$ cat config.mk
export PLATFORM = sky130hd
export DESIGN_NAME = brake_horn_inhibit_control
export DESIGN_NICKNAME = d
export VERILOG_FILES = /design/src/verilog/brake_horn_inhibit_control.v /design/src/verilog/sync_bits.v /design/src/verilog/tick_divider.v
export VERILOG_INCLUDE_DIRS = /design/src /design/src/verilog
export SDC_FILE = /design/constraint.sdc
export NUM_CORES = 1
export LEC_CHECK = 0
export CAP_MARGIN = 20
export CORE_MARGIN = 4
export CORE_UTILIZATION = 45
export CTS_BUF_LIST = sky130_fd_sc_hd__clkbuf_4 sky130_fd_sc_hd__clkbuf_8
export DETAILED_ROUTE_END_ITERATION = 10
export DONT_BUFFER_PORTS = 1
export SKIP_LAST_GASP = 1
export SLEW_MARGIN = 20
export SYNTH_ARGS = -nofsm -noshare
export SYNTH_HDL_FRONTEND = slang
export SYNTH_SLANG_ARGS = --single-unit
$ cat constraint.sdc
create_clock -name ref_clk -period 2.4 [get_ports ref_clk]
set_input_delay 0.48 -clock ref_clk [delete_from_list [all_inputs] [get_ports ref_clk]]
set_output_delay 0.48 -clock ref_clk [all_outputs]
set_load 0.01 [all_outputs]
$ cat src/verilog/bhi_consts.vh
/*
 * constants for the brake, horn and speed-inhibit control block:
 * register offsets, field positions, reset values and timing counts.
 * assumes it is included by bare name from the control block, the bench and the property checker.
 */
`ifndef BHI_CONSTS_VH
`define BHI_CONSTS_VH

// ==========================================================
// clock and time base
// ==========================================================
`define CLK_HZ              25000000
`define MS_PER_S            1000
// cycles of ref_clk per millisecond tick
`define MS_CYCLES           (`CLK_HZ / `MS_PER_S)

// ==========================================================
// timing figures in milliseconds, the beep rate in Hz and the speed cap in percent
// ==========================================================
`define PEAK_TIME_MS        1000
`define LIGHT_AFTER_MS      2000
`define BEEP_HZ             1
// half period of the pulsed reverse beep
`define BEEP_HALF_MS        (`MS_PER_S / (2 * `BEEP_HZ))
`define DELAY_MAX_MS        1000
`define SPEED_MAX_PCT       100

// ==========================================================
// register byte offsets
// ==========================================================
`define OFS_CTRL            12'h000
`define OFS_INH_SPEED       12'h004
`define OFS_BRAKE_DELAY     12'h008
`define OFS_HOLD_LEVEL      12'h00C
`define OFS_STATUS          12'h010
`define OFS_IRQ_STAT        12'h014
`define OFS_IRQ_MASK        12'h018

// ==========================================================
// control register fields
// ==========================================================
`define CTRL_TYPE_LSB       0
`define CTRL_TYPE_MSB       2
`define CTRL_FAULT_CHECK    3
`define CTRL_BRAKE_LIGHT    4
`define CTRL_FAULT_BEEP     5
`define CTRL_REV_BEEP       6
`define CTRL_BEEP_CONST     7
`define CTRL_WIDTH          8

// ==========================================================
// reset values and the peak coil level
// ==========================================================
`define RST_CTRL            8'h08
`define RST_INH_SPEED       7'h00
`define RST_BRAKE_DELAY     10'h000
`define RST_HOLD_LEVEL      8'h80
`define PEAK_LEVEL          8'hFF

// ==========================================================
// interrupt event bits
// ==========================================================
`define EV_ENGAGED          0
`define EV_RELEASED         1
`define EV_BRAKE_FAULT      2
`define EV_INHIBIT          3
`define EV_WIDTH            4

`endif

$ cat src/verilog/brake_horn_inhibit_control.v
/*
 * speed inhibit, brake sequencing and shared horn output control,
 * with an apb register file and one level interrupt.
 * assumes speed command, direction, neutral, fault and led pattern
 * come from logic on ref_clk; pin levels arrive asynchronously.
 *
 */
// Local design decisions: the register offsets and the APB slave port.
`timescale 1ns/1ps
`include "bhi_consts.vh"

module brake_horn_inhibit_control #(
    parameter MS_CYCLES = `MS_CYCLES
) (
    // clock and reset
    input  wire        ref_clk,
    input  wire        resetn,
    // apb slave
    input  wire        psel,
    input  wire        penable,
    input  wire        pwrite,
    input  wire [11:0] paddr,
    input  wire [31:0] pwdata,
    output reg  [31:0] prdata,
    output wire        pready,
    output wire        pslverr,
    // pins, asynchronous
    input  wire        inhPinLow,
    input  wire        inhPinHigh,
    input  wire        reverseSwitch,
    input  wire        brakeCoilFault,
    input  wire        hornButton,
    // from throttle and fault logic, same clock
    input  wire [6:0]  speedCmd,
    input  wire        reverseDir,
    input  wire        throttleNeutral,
    input  wire        faultPresent,
    input  wire        ledPattern,
    // outputs
    output reg  [6:0]  speedLimited,
    output reg         driveInhibit,
    output reg         brakeEngaged,
    output reg  [7:0]  coilLevel,
    output reg         brakeFault,
    output reg         hornOut,
    output wire        irq
);

// ==========================================================
// state codes
// ==========================================================
localparam [1:0] ST_ENGAGED = 2'd0;  // coil off, brake holds
localparam [1:0] ST_PEAK    = 2'd1;  // released, peak drive
localparam [1:0] ST_HOLD    = 2'd2;  // released, hold drive
localparam [1:0] ST_DELAY   = 2'd3;  // zero speed, counting up to the delay

localparam [11:0] PEAK_MS  = `PEAK_TIME_MS;
localparam [11:0] LIGHT_MS = `LIGHT_AFTER_MS;
localparam [11:0] HALF_MS  = `BEEP_HALF_MS;
localparam [6:0]  MAX_PCT  = `SPEED_MAX_PCT;
localparam [9:0]  MAX_DLY  = `DELAY_MAX_MS;

// ==========================================================
// pin synchronisers and time base
// ==========================================================
wire [4:0] pinSync;  // synchronised pin levels
wire       msTick;   // one pulse per millisecond

sync_bits #(
    .WIDTH   (5)
) u_sync (
    .ref_clk (ref_clk),
    .resetn  (resetn),
    .asyncIn ({hornButton, brakeCoilFault, reverseSwitch,
               inhPinHigh, inhPinLow}),
    .syncOut (pinSync)
);

tick_divider #(
    .DIV     (MS_CYCLES)
) u_tick (
    .ref_clk (ref_clk),
    .resetn  (resetn),
    .tick    (msTick)
);

wire atNeg   = pinSync[0];  // pin pulled to negative rail
wire atPos   = pinSync[1];  // pin pulled to positive rail
wire revSw   = pinSync[2];  // reverse switch closed
wire coilBad = pinSync[3];  // coil fault sense
wire hornBtn = pinSync[4];  // horn push button

// ==========================================================
// register file
// ==========================================================
reg  [7:0]  ctrl_q;       // mode and enable bits
reg  [6:0]  inhSpeed_q;   // inhibit speed cap, percent
reg  [9:0]  brakeDly_q;   // engage delay, ms
reg  [7:0]  holdLevel_q;  // coil hold level
reg  [3:0]  irqStat_q;    // sticky events
reg  [3:0]  irqMask_q;    // event enables
reg  [3:0]  irqStat_d;
reg  [3:0]  events;       // one-cycle event pulses

wire [2:0] inhType    = ctrl_q[`CTRL_TYPE_MSB:`CTRL_TYPE_LSB];
wire       faultCheck = ctrl_q[`CTRL_FAULT_CHECK];
wire       lightMode  = ctrl_q[`CTRL_BRAKE_LIGHT];
wire       faultBeep  = ctrl_q[`CTRL_FAULT_BEEP];
wire       revBeep    = ctrl_q[`CTRL_REV_BEEP];
wire       beepConst  = ctrl_q[`CTRL_BEEP_CONST];

// apb answers in the access cycle, never waits
assign pready = 1'b1;
wire   access  = psel & penable;
wire   wrEn    = access & pwrite;
wire   mapped  = (paddr == `OFS_CTRL) | (paddr == `OFS_INH_SPEED) |
                 (paddr == `OFS_BRAKE_DELAY) |
                 (paddr == `OFS_HOLD_LEVEL) | (paddr == `OFS_STATUS) |
                 (paddr == `OFS_IRQ_STAT) | (paddr == `OFS_IRQ_MASK);
assign pslverr = access & ~mapped;
wire   statClr = wrEn & (paddr == `OFS_IRQ_STAT);

// write side; out-of-range speed cap and brake delay values are clamped on write
always @(posedge ref_clk) begin
    if (!resetn) begin
        ctrl_q      <= `RST_CTRL;
        inhSpeed_q  <= `RST_INH_SPEED;
        brakeDly_q  <= `RST_BRAKE_DELAY;
        holdLevel_q <= `RST_HOLD_LEVEL;
        irqMask_q   <= 4'h0;
    end else if (wrEn) begin
        case (paddr)
            `OFS_CTRL:        ctrl_q      <= pwdata[7:0];
            `OFS_INH_SPEED:   inhSpeed_q  <= (pwdata > {25'h0, MAX_PCT}) ?
                                             MAX_PCT : pwdata[6:0];
            `OFS_BRAKE_DELAY: brakeDly_q  <= (pwdata > {22'h0, MAX_DLY}) ?
                                             MAX_DLY : pwdata[9:0];
            `OFS_HOLD_LEVEL:  holdLevel_q <= pwdata[7:0];
            `OFS_IRQ_MASK:    irqMask_q   <= pwdata[3:0];
            default:          ;
        endcase
    end
end

// sticky status: a new event wins over a same-cycle clear
always @* begin
    irqStat_d = irqStat_q & ~(statClr ? pwdata[3:0] : 4'h0);
    irqStat_d = irqStat_d | events;
end

always @(posedge ref_clk) begin
    if (!resetn) begin
        irqStat_q <= 4'h0;
    end else begin
        irqStat_q <= irqStat_d;
    end
end

assign irq = |(irqStat_q & irqMask_q);

// ==========================================================
// inhibit decode and speed cap
// ==========================================================
reg        inhActive;   // decoded inhibit condition
reg        inhPrev_q;   // for change event
wire       openCirc = ~atNeg & ~atPos;

always @* begin
    case (inhType)
        3'd0:    inhActive = atNeg;
        3'd1:    inhActive = atPos;
        3'd2:    inhActive = openCirc;
        3'd3:    inhActive = ~atNeg;
        3'd4:    inhActive = ~atPos;
        3'd5:    inhActive = ~openCirc;
        default: inhActive = 1'b0;  // undefined types never inhibit
    endcase
end

always @(posedge ref_clk) begin
    if (!resetn) begin
        speedLimited <= 7'h00;
        driveInhibit <= 1'b0;
        inhPrev_q    <= 1'b0;
    end else begin
        inhPrev_q    <= inhActive;
        driveInhibit <= inhActive & (inhSpeed_q == 7'h00);
        if (inhActive && speedCmd > inhSpeed_q) begin
            speedLimited <= inhSpeed_q;
        end else begin
            speedLimited <= speedCmd;
        end
    end
end

// ==========================================================
// brake sequencer
// ==========================================================
reg  [1:0]  state_q;     // brake state
reg  [1:0]  state_d;
reg  [11:0] msCnt_q;     // ms spent in the timed state
wire        wantDrive = (speedLimited != 7'h00);

always @* begin
    state_d = state_q;
    case (state_q)
        ST_ENGAGED: if (wantDrive) begin
            state_d = ST_PEAK;
        end
        ST_PEAK: if (!wantDrive) begin
            state_d = ST_DELAY;
        end else if (msTick && msCnt_q >= PEAK_MS - 12'd1) begin
            state_d = ST_HOLD;
        end
        ST_HOLD: if (!wantDrive) begin
            state_d = ST_DELAY;
        end
        ST_DELAY: if (wantDrive) begin
            state_d = ST_HOLD;
        end else if (msCnt_q >= {2'b00, brakeDly_q}) begin
            state_d = ST_ENGAGED;
        end
        default: state_d = ST_ENGAGED;
    endcase
end

// state, timer and coil drive; timer restarts on every state change
always @(posedge ref_clk) begin
    if (!resetn) begin
        state_q      <= ST_ENGAGED;
        msCnt_q      <= 12'h000;
        brakeEngaged <= 1'b1;
        coilLevel    <= 8'h00;
    end else begin
        state_q <= state_d;
        if (state_d != state_q) begin
            msCnt_q <= 12'h000;
        end else if (msTick && msCnt_q != 12'hFFF) begin
            msCnt_q <= msCnt_q + 12'h001;
        end
        brakeEngaged <= (state_d == ST_ENGAGED);
        case (state_d)
            ST_PEAK:  coilLevel <= `PEAK_LEVEL;
            ST_HOLD:  coilLevel <= holdLevel_q;
            ST_DELAY: coilLevel <= holdLevel_q;
            default:  coilLevel <= 8'h00;
        endcase
    end
end

always @(posedge ref_clk) begin
    if (!resetn) begin
        brakeFault <= 1'b0;
    end else begin
        brakeFault <= faultCheck & coilBad;
    end
end

// event pulses for the interrupt status
always @* begin
    events = 4'h0;
    events[`EV_ENGAGED]     = (state_d == ST_ENGAGED) &
                              (state_q != ST_ENGAGED);
    events[`EV_RELEASED]    = (state_q == ST_ENGAGED) &
                              (state_d != ST_ENGAGED);
    events[`EV_BRAKE_FAULT] = faultCheck & coilBad & ~brakeFault;
    events[`EV_INHIBIT]     = inhActive ^ inhPrev_q;
end

// ==========================================================
// brake light timing
// ==========================================================
reg         lightOn_q;   // light relay request
reg  [11:0] lightCnt_q;  // ms since brake engaged

always @(posedge ref_clk) begin
    if (!resetn) begin
        lightOn_q  <= 1'b0;
        lightCnt_q <= 12'h000;
    end else begin
        if (state_q != ST_ENGAGED) begin
            lightCnt_q <= 12'h000;
        end else if (msTick && lightCnt_q != LIGHT_MS) begin
            lightCnt_q <= lightCnt_q + 12'h001;
        end
        // set wins so a fresh neutral is never missed
        if (throttleNeutral && state_q != ST_ENGAGED) begin
            lightOn_q <= 1'b1;
        end else if (state_q == ST_ENGAGED && lightCnt_q == LIGHT_MS) begin
            lightOn_q <= 1'b0;
        end
    end
end

// ==========================================================
// reverse beep pulse
// ==========================================================
reg  [11:0] beepCnt_q;    // ms in current half
reg         beepPhase_q;  // high in the sounding half
wire        revActive = revBeep & ((reverseDir & ~brakeEngaged) | revSw);

always @(posedge ref_clk) begin
    if (!resetn) begin
        beepCnt_q   <= 12'h000;
        beepPhase_q <= 1'b1;
    end else if (!revActive) begin
        // restart so every reverse begins with a tone
        beepCnt_q   <= 12'h000;
        beepPhase_q <= 1'b1;
    end else if (msTick) begin
        if (beepCnt_q == HALF_MS - 12'd1) begin
            beepCnt_q   <= 12'h000;
            beepPhase_q <= ~beepPhase_q;
        end else begin
            beepCnt_q <= beepCnt_q + 12'h001;
        end
    end
end

// ==========================================================
// shared horn output
// ==========================================================
// light mode selects relay
always @(posedge ref_clk) begin
    if (!resetn) begin
        hornOut <= 1'b0;
    end else if (lightMode) begin
        hornOut <= lightOn_q;
    end else if (faultBeep && faultPresent) begin
        hornOut <= ledPattern;
    end else if (revActive) begin
        hornOut <= beepConst | beepPhase_q;
    end else begin
        hornOut <= hornBtn;
    end
end

// ==========================================================
// read side
// ==========================================================
// read data registered in setup so it is valid in access
always @(posedge ref_clk) begin
    if (!resetn) begin
        prdata <= 32'h0000_0000;
    end else if (psel && !penable) begin
        case (paddr)
            `OFS_CTRL:        prdata <= {24'h00_0000, ctrl_q};
            `OFS_INH_SPEED:   prdata <= {25'h000_0000, inhSpeed_q};
            `OFS_BRAKE_DELAY: prdata <= {22'h00_0000, brakeDly_q};
            `OFS_HOLD_LEVEL:  prdata <= {24'h00_0000, holdLevel_q};
            `OFS_STATUS:      prdata <= {24'h00_0000, lightOn_q,
                                         hornOut, brakeFault,
                                         driveInhibit, inhActive,
                                         brakeEngaged, state_q};
            `OFS_IRQ_STAT:    prdata <= {28'h000_0000, irqStat_q};
            `OFS_IRQ_MASK:    prdata <= {28'h000_0000, irqMask_q};
            default:          prdata <= 32'h0000_0000;
        endcase
    end
end

endmodule // brake_horn_inhibit_control

$ cat src/verilog/sync_bits.v
/*
 * two-flop synchroniser for a group of asynchronous pin levels.
 * assumes the inputs are slow levels; only the second stage is used.
 */
`timescale 1ns/1ps

module sync_bits #(
    parameter WIDTH = 4
) (
    // clock and reset
    input  wire             ref_clk,
    input  wire             resetn,
    // levels
    input  wire [WIDTH-1:0] asyncIn,
    output wire [WIDTH-1:0] syncOut
);

// ==========================================================
// one flop pair per bit
// ==========================================================
genvar i;
generate
    for (i = 0; i < WIDTH; i = i + 1) begin : g_bit
        reg stage1_q;  // read only by stage2_q
        reg stage2_q;  // safe copy
        // metastability settles in the first stage
        always @(posedge ref_clk) begin
            if (!resetn) begin
                stage1_q <= 1'b0;
                stage2_q <= 1'b0;
            end else begin
                stage1_q <= asyncIn[i];
                stage2_q <= stage1_q;
            end
        end
        assign syncOut[i] = stage2_q;
    end
endgenerate

endmodule // sync_bits

$ cat src/verilog/tick_divider.v
/*
 * divider that turns ref_clk into a one-cycle enable pulse.
 * assumes DIV is at least 2.
 */
`timescale 1ns/1ps

module tick_divider #(
    parameter DIV = 25000
) (
    // clock and reset
    input  wire ref_clk,
    input  wire resetn,
    // enable pulse
    output reg  tick
);

// ==========================================================
// free-running counter
// ==========================================================
reg  [31:0] count_q;  // cycles since last tick

// wrap at DIV-1 and pulse once per wrap
always @(posedge ref_clk) begin
    if (!resetn) begin
        count_q <= 32'h0000_0000;
        tick    <= 1'b0;
    end else if (count_q == DIV - 1) begin
        count_q <= 32'h0000_0000;
        tick    <= 1'b1;
    end else begin
        count_q <= count_q + 32'h0000_0001;
        tick    <= 1'b0;
    end
end

endmodule // tick_divider
# Word-level counts from Yosys, hierarchy flattened
# Cells that the tools add are included.
dict set report classes {
  n_mux 21
  order_cmp 5
  eq_ne 23
  bitwise_logic 33
  reduce_logical 30
  n_addsub 4
}
# op count
set ops {}
lappend ops {{10-bit case mux with 7 select lines} 1}
lappend ops {{12-bit by 1-bit adder with 12-bit output, second input constant} 3}
lappend ops {{12-bit by 5-bit equality test with 1-bit output, second input constant} 3}
lappend ops {{32-bit by 1-bit adder with 32-bit output, second input constant} 1}
lappend ops {{32-bit by 15-bit equality test with 1-bit output, second input constant} 1}
lappend ops {{32-bit by 10-bit greater-than comparator with 1-bit output, second input constant} 1}
lappend ops {{32-bit by 7-bit greater-than comparator with 1-bit output, second input constant} 1}
lappend ops {{12-bit by 4-bit equality test with 1-bit output, second input constant} 2}
lappend ops {{8-bit case mux with 2 select lines} 1}
lappend ops {{7-bit two-way mux} 2}
lappend ops {{2-bit AND reduction} 7}
lappend ops {{1-bit AND} 12}
lappend ops {{12-bit by 11-bit equality test with 1-bit output, second input constant} 1}
lappend ops {{12-bit by 3-bit equality test with 1-bit output, second input constant} 1}
lappend ops {{12-bit by 9-bit equality test with 1-bit output, second input constant} 1}
lappend ops {{12-bit by 10-bit >= comparator with 1-bit output} 1}
lappend ops {{12-bit by 10-bit >= comparator with 1-bit output, second input constant} 1}
lappend ops {{12-bit logical NOT} 1}
lappend ops {{12-bit two-way mux} 1}
lappend ops {{2-bit two-way mux} 6}
lappend ops {{12-bit by 11-bit inequality test with 1-bit output, second input constant} 1}
lappend ops {{12-bit inequality test, second input constant} 1}
lappend ops {{10-bit two-way mux} 1}
lappend ops {{4-bit AND} 2}
lappend ops {{25 further kinds} 63}
dict set report totals {
  input_bits 65
  output_inout_bits 54
  reg_bits 176
  wordCells 148
}

# Logic depth before layout (Yosys ltp)
dict set report logic_depth {
  word_depth 9
  ltp_mapped 8
  mapped_depth_nobuf 7
}

# By module
# From an unflattened synthesis, not the netlist that was laid out.
dict set report unflattened {
  cells_unflattened 880
  area_unflattened_um2 7747.4
}
# mod area_per_inst_um2 cells_per_inst seq_area_each_um2 n_inst
set modules_own_cells {}
lappend modules_own_cells {brake_horn_inhibit_control 5849.4 668 2222.1 1}
lappend modules_own_cells {tick_divider 1597.8 187 660.6 1}
lappend modules_own_cells {sync_bits 300.3 25 200.2 1}

# Worst setup path after synthesis
# Ideal clock, no wire load.
dict set report synth_path {
  kind {input -> register}
  from {input port pwdata[26]}
  to {register inhSpeed_q[5]}
  t_arrival_ps 2113
  n_path_buf 0
  setup_ps 119
  t_required_ps 2281
  cell_stages 4
  slack_ps 168
  cell_sequence {or4_1 or4_4 or3_4 o221a_1}
}
dict set report synth_between {
  elab_chain_cells 2
}
# element line
set synth_lines {}
lappend synth_lines {{start: declaration} brake_horn_inhibit_control.v:23} ;# input wire [31:0] pwdata,
lappend synth_lines {{32-bit by 7-bit greater-than comparator with 1-bit output} brake_horn_inhibit_control.v:134} ;# `OFS_INH_SPEED: inhSpeed_q <= (pwdata > {25'h0, MAX_PCT}) ?
lappend synth_lines {{7-bit two-way mux} brake_horn_inhibit_control.v:134}
lappend synth_lines {{end signal: assignment} brake_horn_inhibit_control.v:127} ;# inhSpeed_q <= `RST_INH_SPEED;
lappend synth_lines {{end signal: assignment} brake_horn_inhibit_control.v:134}
lappend synth_lines {{end: declaration} brake_horn_inhibit_control.v:97} ;# reg [6:0] inhSpeed_q;
# Every way passes these cells.
# A chain may end at the register's enable or synchronous reset.

# Worst setup path in the final report
dict set report layout_path {
  from {register speedLimited[2]}
  to {register msCnt_q[2]}
}
dict set report layout_between {
  elab_chain_cells 5
  elab_cells_between_ends 8
  classes_between {eq/ne (1); mux (5); reduce/logical (2)}
}
# element line
set layout_lines {}
lappend layout_lines {{start: declaration} brake_horn_inhibit_control.v:40} ;# output reg [6:0] speedLimited,
lappend layout_lines {{start signal: assignment} brake_horn_inhibit_control.v:189} ;# speedLimited <= inhSpeed_q;
lappend layout_lines {{start signal: assignment} brake_horn_inhibit_control.v:191} ;# speedLimited <= speedCmd;
lappend layout_lines {{7-bit nonzero test *} brake_horn_inhibit_control.v:202} ;# wire wantDrive = (speedLimited != 7'h00);
lappend layout_lines {{2-bit two-way mux, on equally long branches} n/a}
lappend layout_lines {{2-bit case mux with 4 select lines *} brake_horn_inhibit_control.v:206} ;# case (state_q)
lappend layout_lines {{2-bit inequality test *} brake_horn_inhibit_control.v:236} ;# if (state_d != state_q) begin
lappend layout_lines {{2-bit OR reduction (no source line) *} n/a}
lappend layout_lines {{end signal: assignment} brake_horn_inhibit_control.v:239} ;# msCnt_q <= msCnt_q + 12'h001;
lappend layout_lines {{end: declaration} brake_horn_inhibit_control.v:201} ;# reg [11:0] msCnt_q;
# Mark *: on every way between the ends. The rest lies on a longest branch, timed or not.

==> metrics.md <==
| Metric | Value |
|---|---|
| Final HPWL DP | `13.9 mm` |
| Post-synthesis cell count | `844` |
| RSZ-0062 raised after global routing | `no` |
| Seq cells post-synth | `154` |
| Max Root-Sink Buffers | `2` |
| Top cells by area, synth | `dfxtp_1 42%, nor2_1 6.1%, mux2i_1 4.2%` |
| Clock Skew | `0.0174 ns` |
| Initial Utilization | `46.2%` |
| Core area | `15,900 um^2` |
| Fin crit share | `93.0%` |
| Worst path cell trace | `or4_1 -> or3_1 -> a211oi_1 -> a311oi_1 -> buf_4 -> nor3_1` |
| Critical Path End Type | `flop` |
| Mapped Area | `7370 um^2` |
| Max FO, Critical Path | `12` |
| Detailed Route Iter0 Violations | `336` |
| Top-area cell type share of the netlist area | `41.8%` |
| DR WL/cell | `17.1 um` |
| Root Buffer | `clkbuf_8` |
| Crit Path Class | `flop to flop` |
| DR vias | `6,060` |
| Buf/Inv on CP | `1` |
| Maximum VDD drop | `0.353 mV` |
| Critical Path Start Type | `flop` |
| CTS Hold Bufs | `0` |
| Router iterations before antenna repair | `5` |
| Fin. max-slew vios | `0` |
| PortBufs | `0` |
| Critical Path AT | `2.60 ns` |
| Worst-skew pair later-pin latency | `0.46 ns` |
| Max-cap violations | `0` |
| Final nets | `943` |
| Grt ovf | `0` |
| Final min period | `2.23 ns` |
| Hold Crit Class | `primary input to flop` |
| # setup viols final | `0` |
| Area growth from synthesis to layout | `9.62%` |
| Number of fill cells | `1,575` |
| LEAKAGE | `3.04 nW` |
| Routed vias/inst | `5.59` |
| Number of flops mapped to enable cells by yosys | `0` |
| Routed WL | `18.6 mm` |
| CTS tree | `yes` |
| Pwr/cell area | `628 nW/um^2` |
| Post-CTS sizing | `0` |
| Total Die Area | `18,500 um^2` |
| Postcts setup bufs | `0` |
| Global-route wire length before repair | `29.8 mm` |
| FMAX | `448 MHz` |
| Htree depth | `4` |
| Commonest cells in the synthesized netlist | `154 x dfxtp_1, 120 x nor2_1, 71 x nand2_1` |
| Die Y | `136 um` |
| Row cnt | `46` |
| Tot Pwr | `0.00508 W` |
| Largest area contributor in the netlist | `dfxtp_1` |
| Top Ports | `119` |
| DRT antenna net count | `0` |
| Diodes inserted | `0` |
| Worst Tran Pin Value | `0.645 ns` |
| Netlist cell types | `69` |
| Hold Vio Cnt, Final | `0` |
| Worst path max stage delay | `0.61 ns` |
| Run status | `completed` |
| Die W | `136 um` |
| Clk sinks | `154` |
| Sequential element share of the synthesized area | `41.8%` |
| Syn Area/Cell | `8.74 um^2` |
| Setup TNS | `0 ns` |
| Post-synth ARST share | `0%` |
| Largest net degree at the start of global routing | `59` |
| RD Place Congestion | `0.916` |
| Initial antenna violation count | `1` |
| CTS buffer count | `17` |
| Yosys warns | `0` |
| Final Util | `50.7%` |
| Worst relative slew slack | `56.5%` |
| Crit path max-delay family | `simple AND/OR/NAND/NOR gates` |
| Reg clk slew, reported paths | `0.08 ns` |
| Most frequent cell after synthesis | `dfxtp_1` |
| Drt drc | `0` |
| Number of global-route vias before repair | `5,909` |
| Critical Path RT | `2.77 ns` |
| CP max-delay cell | `or4_1` |
| Layout cells sized above 1 | `8.98%` |
| Ys flop type | `dfxtp_1` |
| Gr usage total | `20.4%` |
routing by layer:
metal / track usage (%) / wire length (um) / up-vias
met5: 0 / 12 / -
met2: 33.4 / 8680 / 203
met3: 6.88 / 1450 / 38
met1: 25.1 / 7960 / 2833
met4: 7.45 / 479 / 2
li1: - / - / 2984
registers in the layout, indices dropped and copies added, names as in the netlist, 5 cells and up:
| name | count |
|---|---|
| u_sync.g_bit.stage1_q | 5 |
| prdata | 10 |
| speedLimited | 7 |
| ctrl_q | 8 |
| u_tick.count_q | 32 |
| brakeDly_q | 10 |
| inhSpeed_q | 7 |
| coilLevel | 8 |
| beepCnt_q | 12 |
| msCnt_q | 12 |
| lightCnt_q | 12 |
| u_sync.g_bit.stage2_q | 5 |
| holdLevel_q | 8 |
cell usage in the layout, fill, tap and decap left out, drive strengths merged, types with 23 or more instances in the layout:
cell type	netlist	final
buf	29	27
conb	2	23
dfxtp	154	154
inv	30	32
mux2i	31	31
nand2	71	71
nand3	38	38
nand4	30	30
nor2	120	120
xor2	35	35
report_power, final:
group / switching (W) / total, W / internal (W)
clock: 0.000986 / 0.00222 / 0.00124
combinational: 0.000134 / 0.000215 / 0.0000813
sequential: 0.0000443 / 0.00264 / 0.00260
per-stage QoR:
stage | hold WS [ns] | cell area, um^2 | instances | setup WS, ns
after global placement | 0.414 | 7630 | 1053 | 0.0856
final | 0.122 | 8080 | 1085 | 0.169
after global routing | 0.0768 | 8080 | 1085 | 0.0439
after floorplan | 0.412 | 7450 | 865 | 0.168
after CTS | 0.0765 | 8080 | 1085 | 0.145
after detailed placement | 0.425 | 7630 | 1053 | 0.0439
area by class of cell:
type                            instances  area (um^2)  area share, %
Multi-Input combinational cell        625         3960           48.9
Sequential cell                       154         3080           38.1
Tap cell                              216          270           3.34
Clock buffer                           17          234           2.89
Clock inverter                         15          221           2.74
Timing Repair Buffer                   27          203           2.51
Inverter                               31          116           1.44
worst register-to-register path, stage by stage (launching register included):
cell	delay (ns)
dfxtp_1	0.35
or4_1	0.61
or3_1	0.40
a211oi_1	0.32
a311oi_1	0.09
buf_4	0.21
nor3_1	0.18
final timing paths:
check	depth (start not counted)	slack [ns]	startpoint	end
setup / recovery	6	0.17	speedLimited[2]	msCnt_q[2]
hold / removal	1	0.12	resetn	holdLevel_q[7]
setup reg to reg	6	0.17	speedLimited[2]	msCnt_q[2]
hold reg to reg	1	0.43	u_sync.g_bit[2].stage1_q	u_sync.g_bit[2].stage2_q
kinds of logic (layout without fill, tap and decap cells):
family	after synthesis	in the layout	synth area share (%)
AND/OR/NAND/NOR	367	367	24.6
flip-flops	154	154	41.8
AO/OA/AOI/OAI	119	119	11.5
buffers and inverters	86	90	5.62
XOR/XNOR	56	56	6.65
multiplexers	38	38	6.04
adder cells (fa/ha/maj)	22	22	3.73
other	2	23	0.102
No activity file was read; power rests on OpenSTA's default activity.
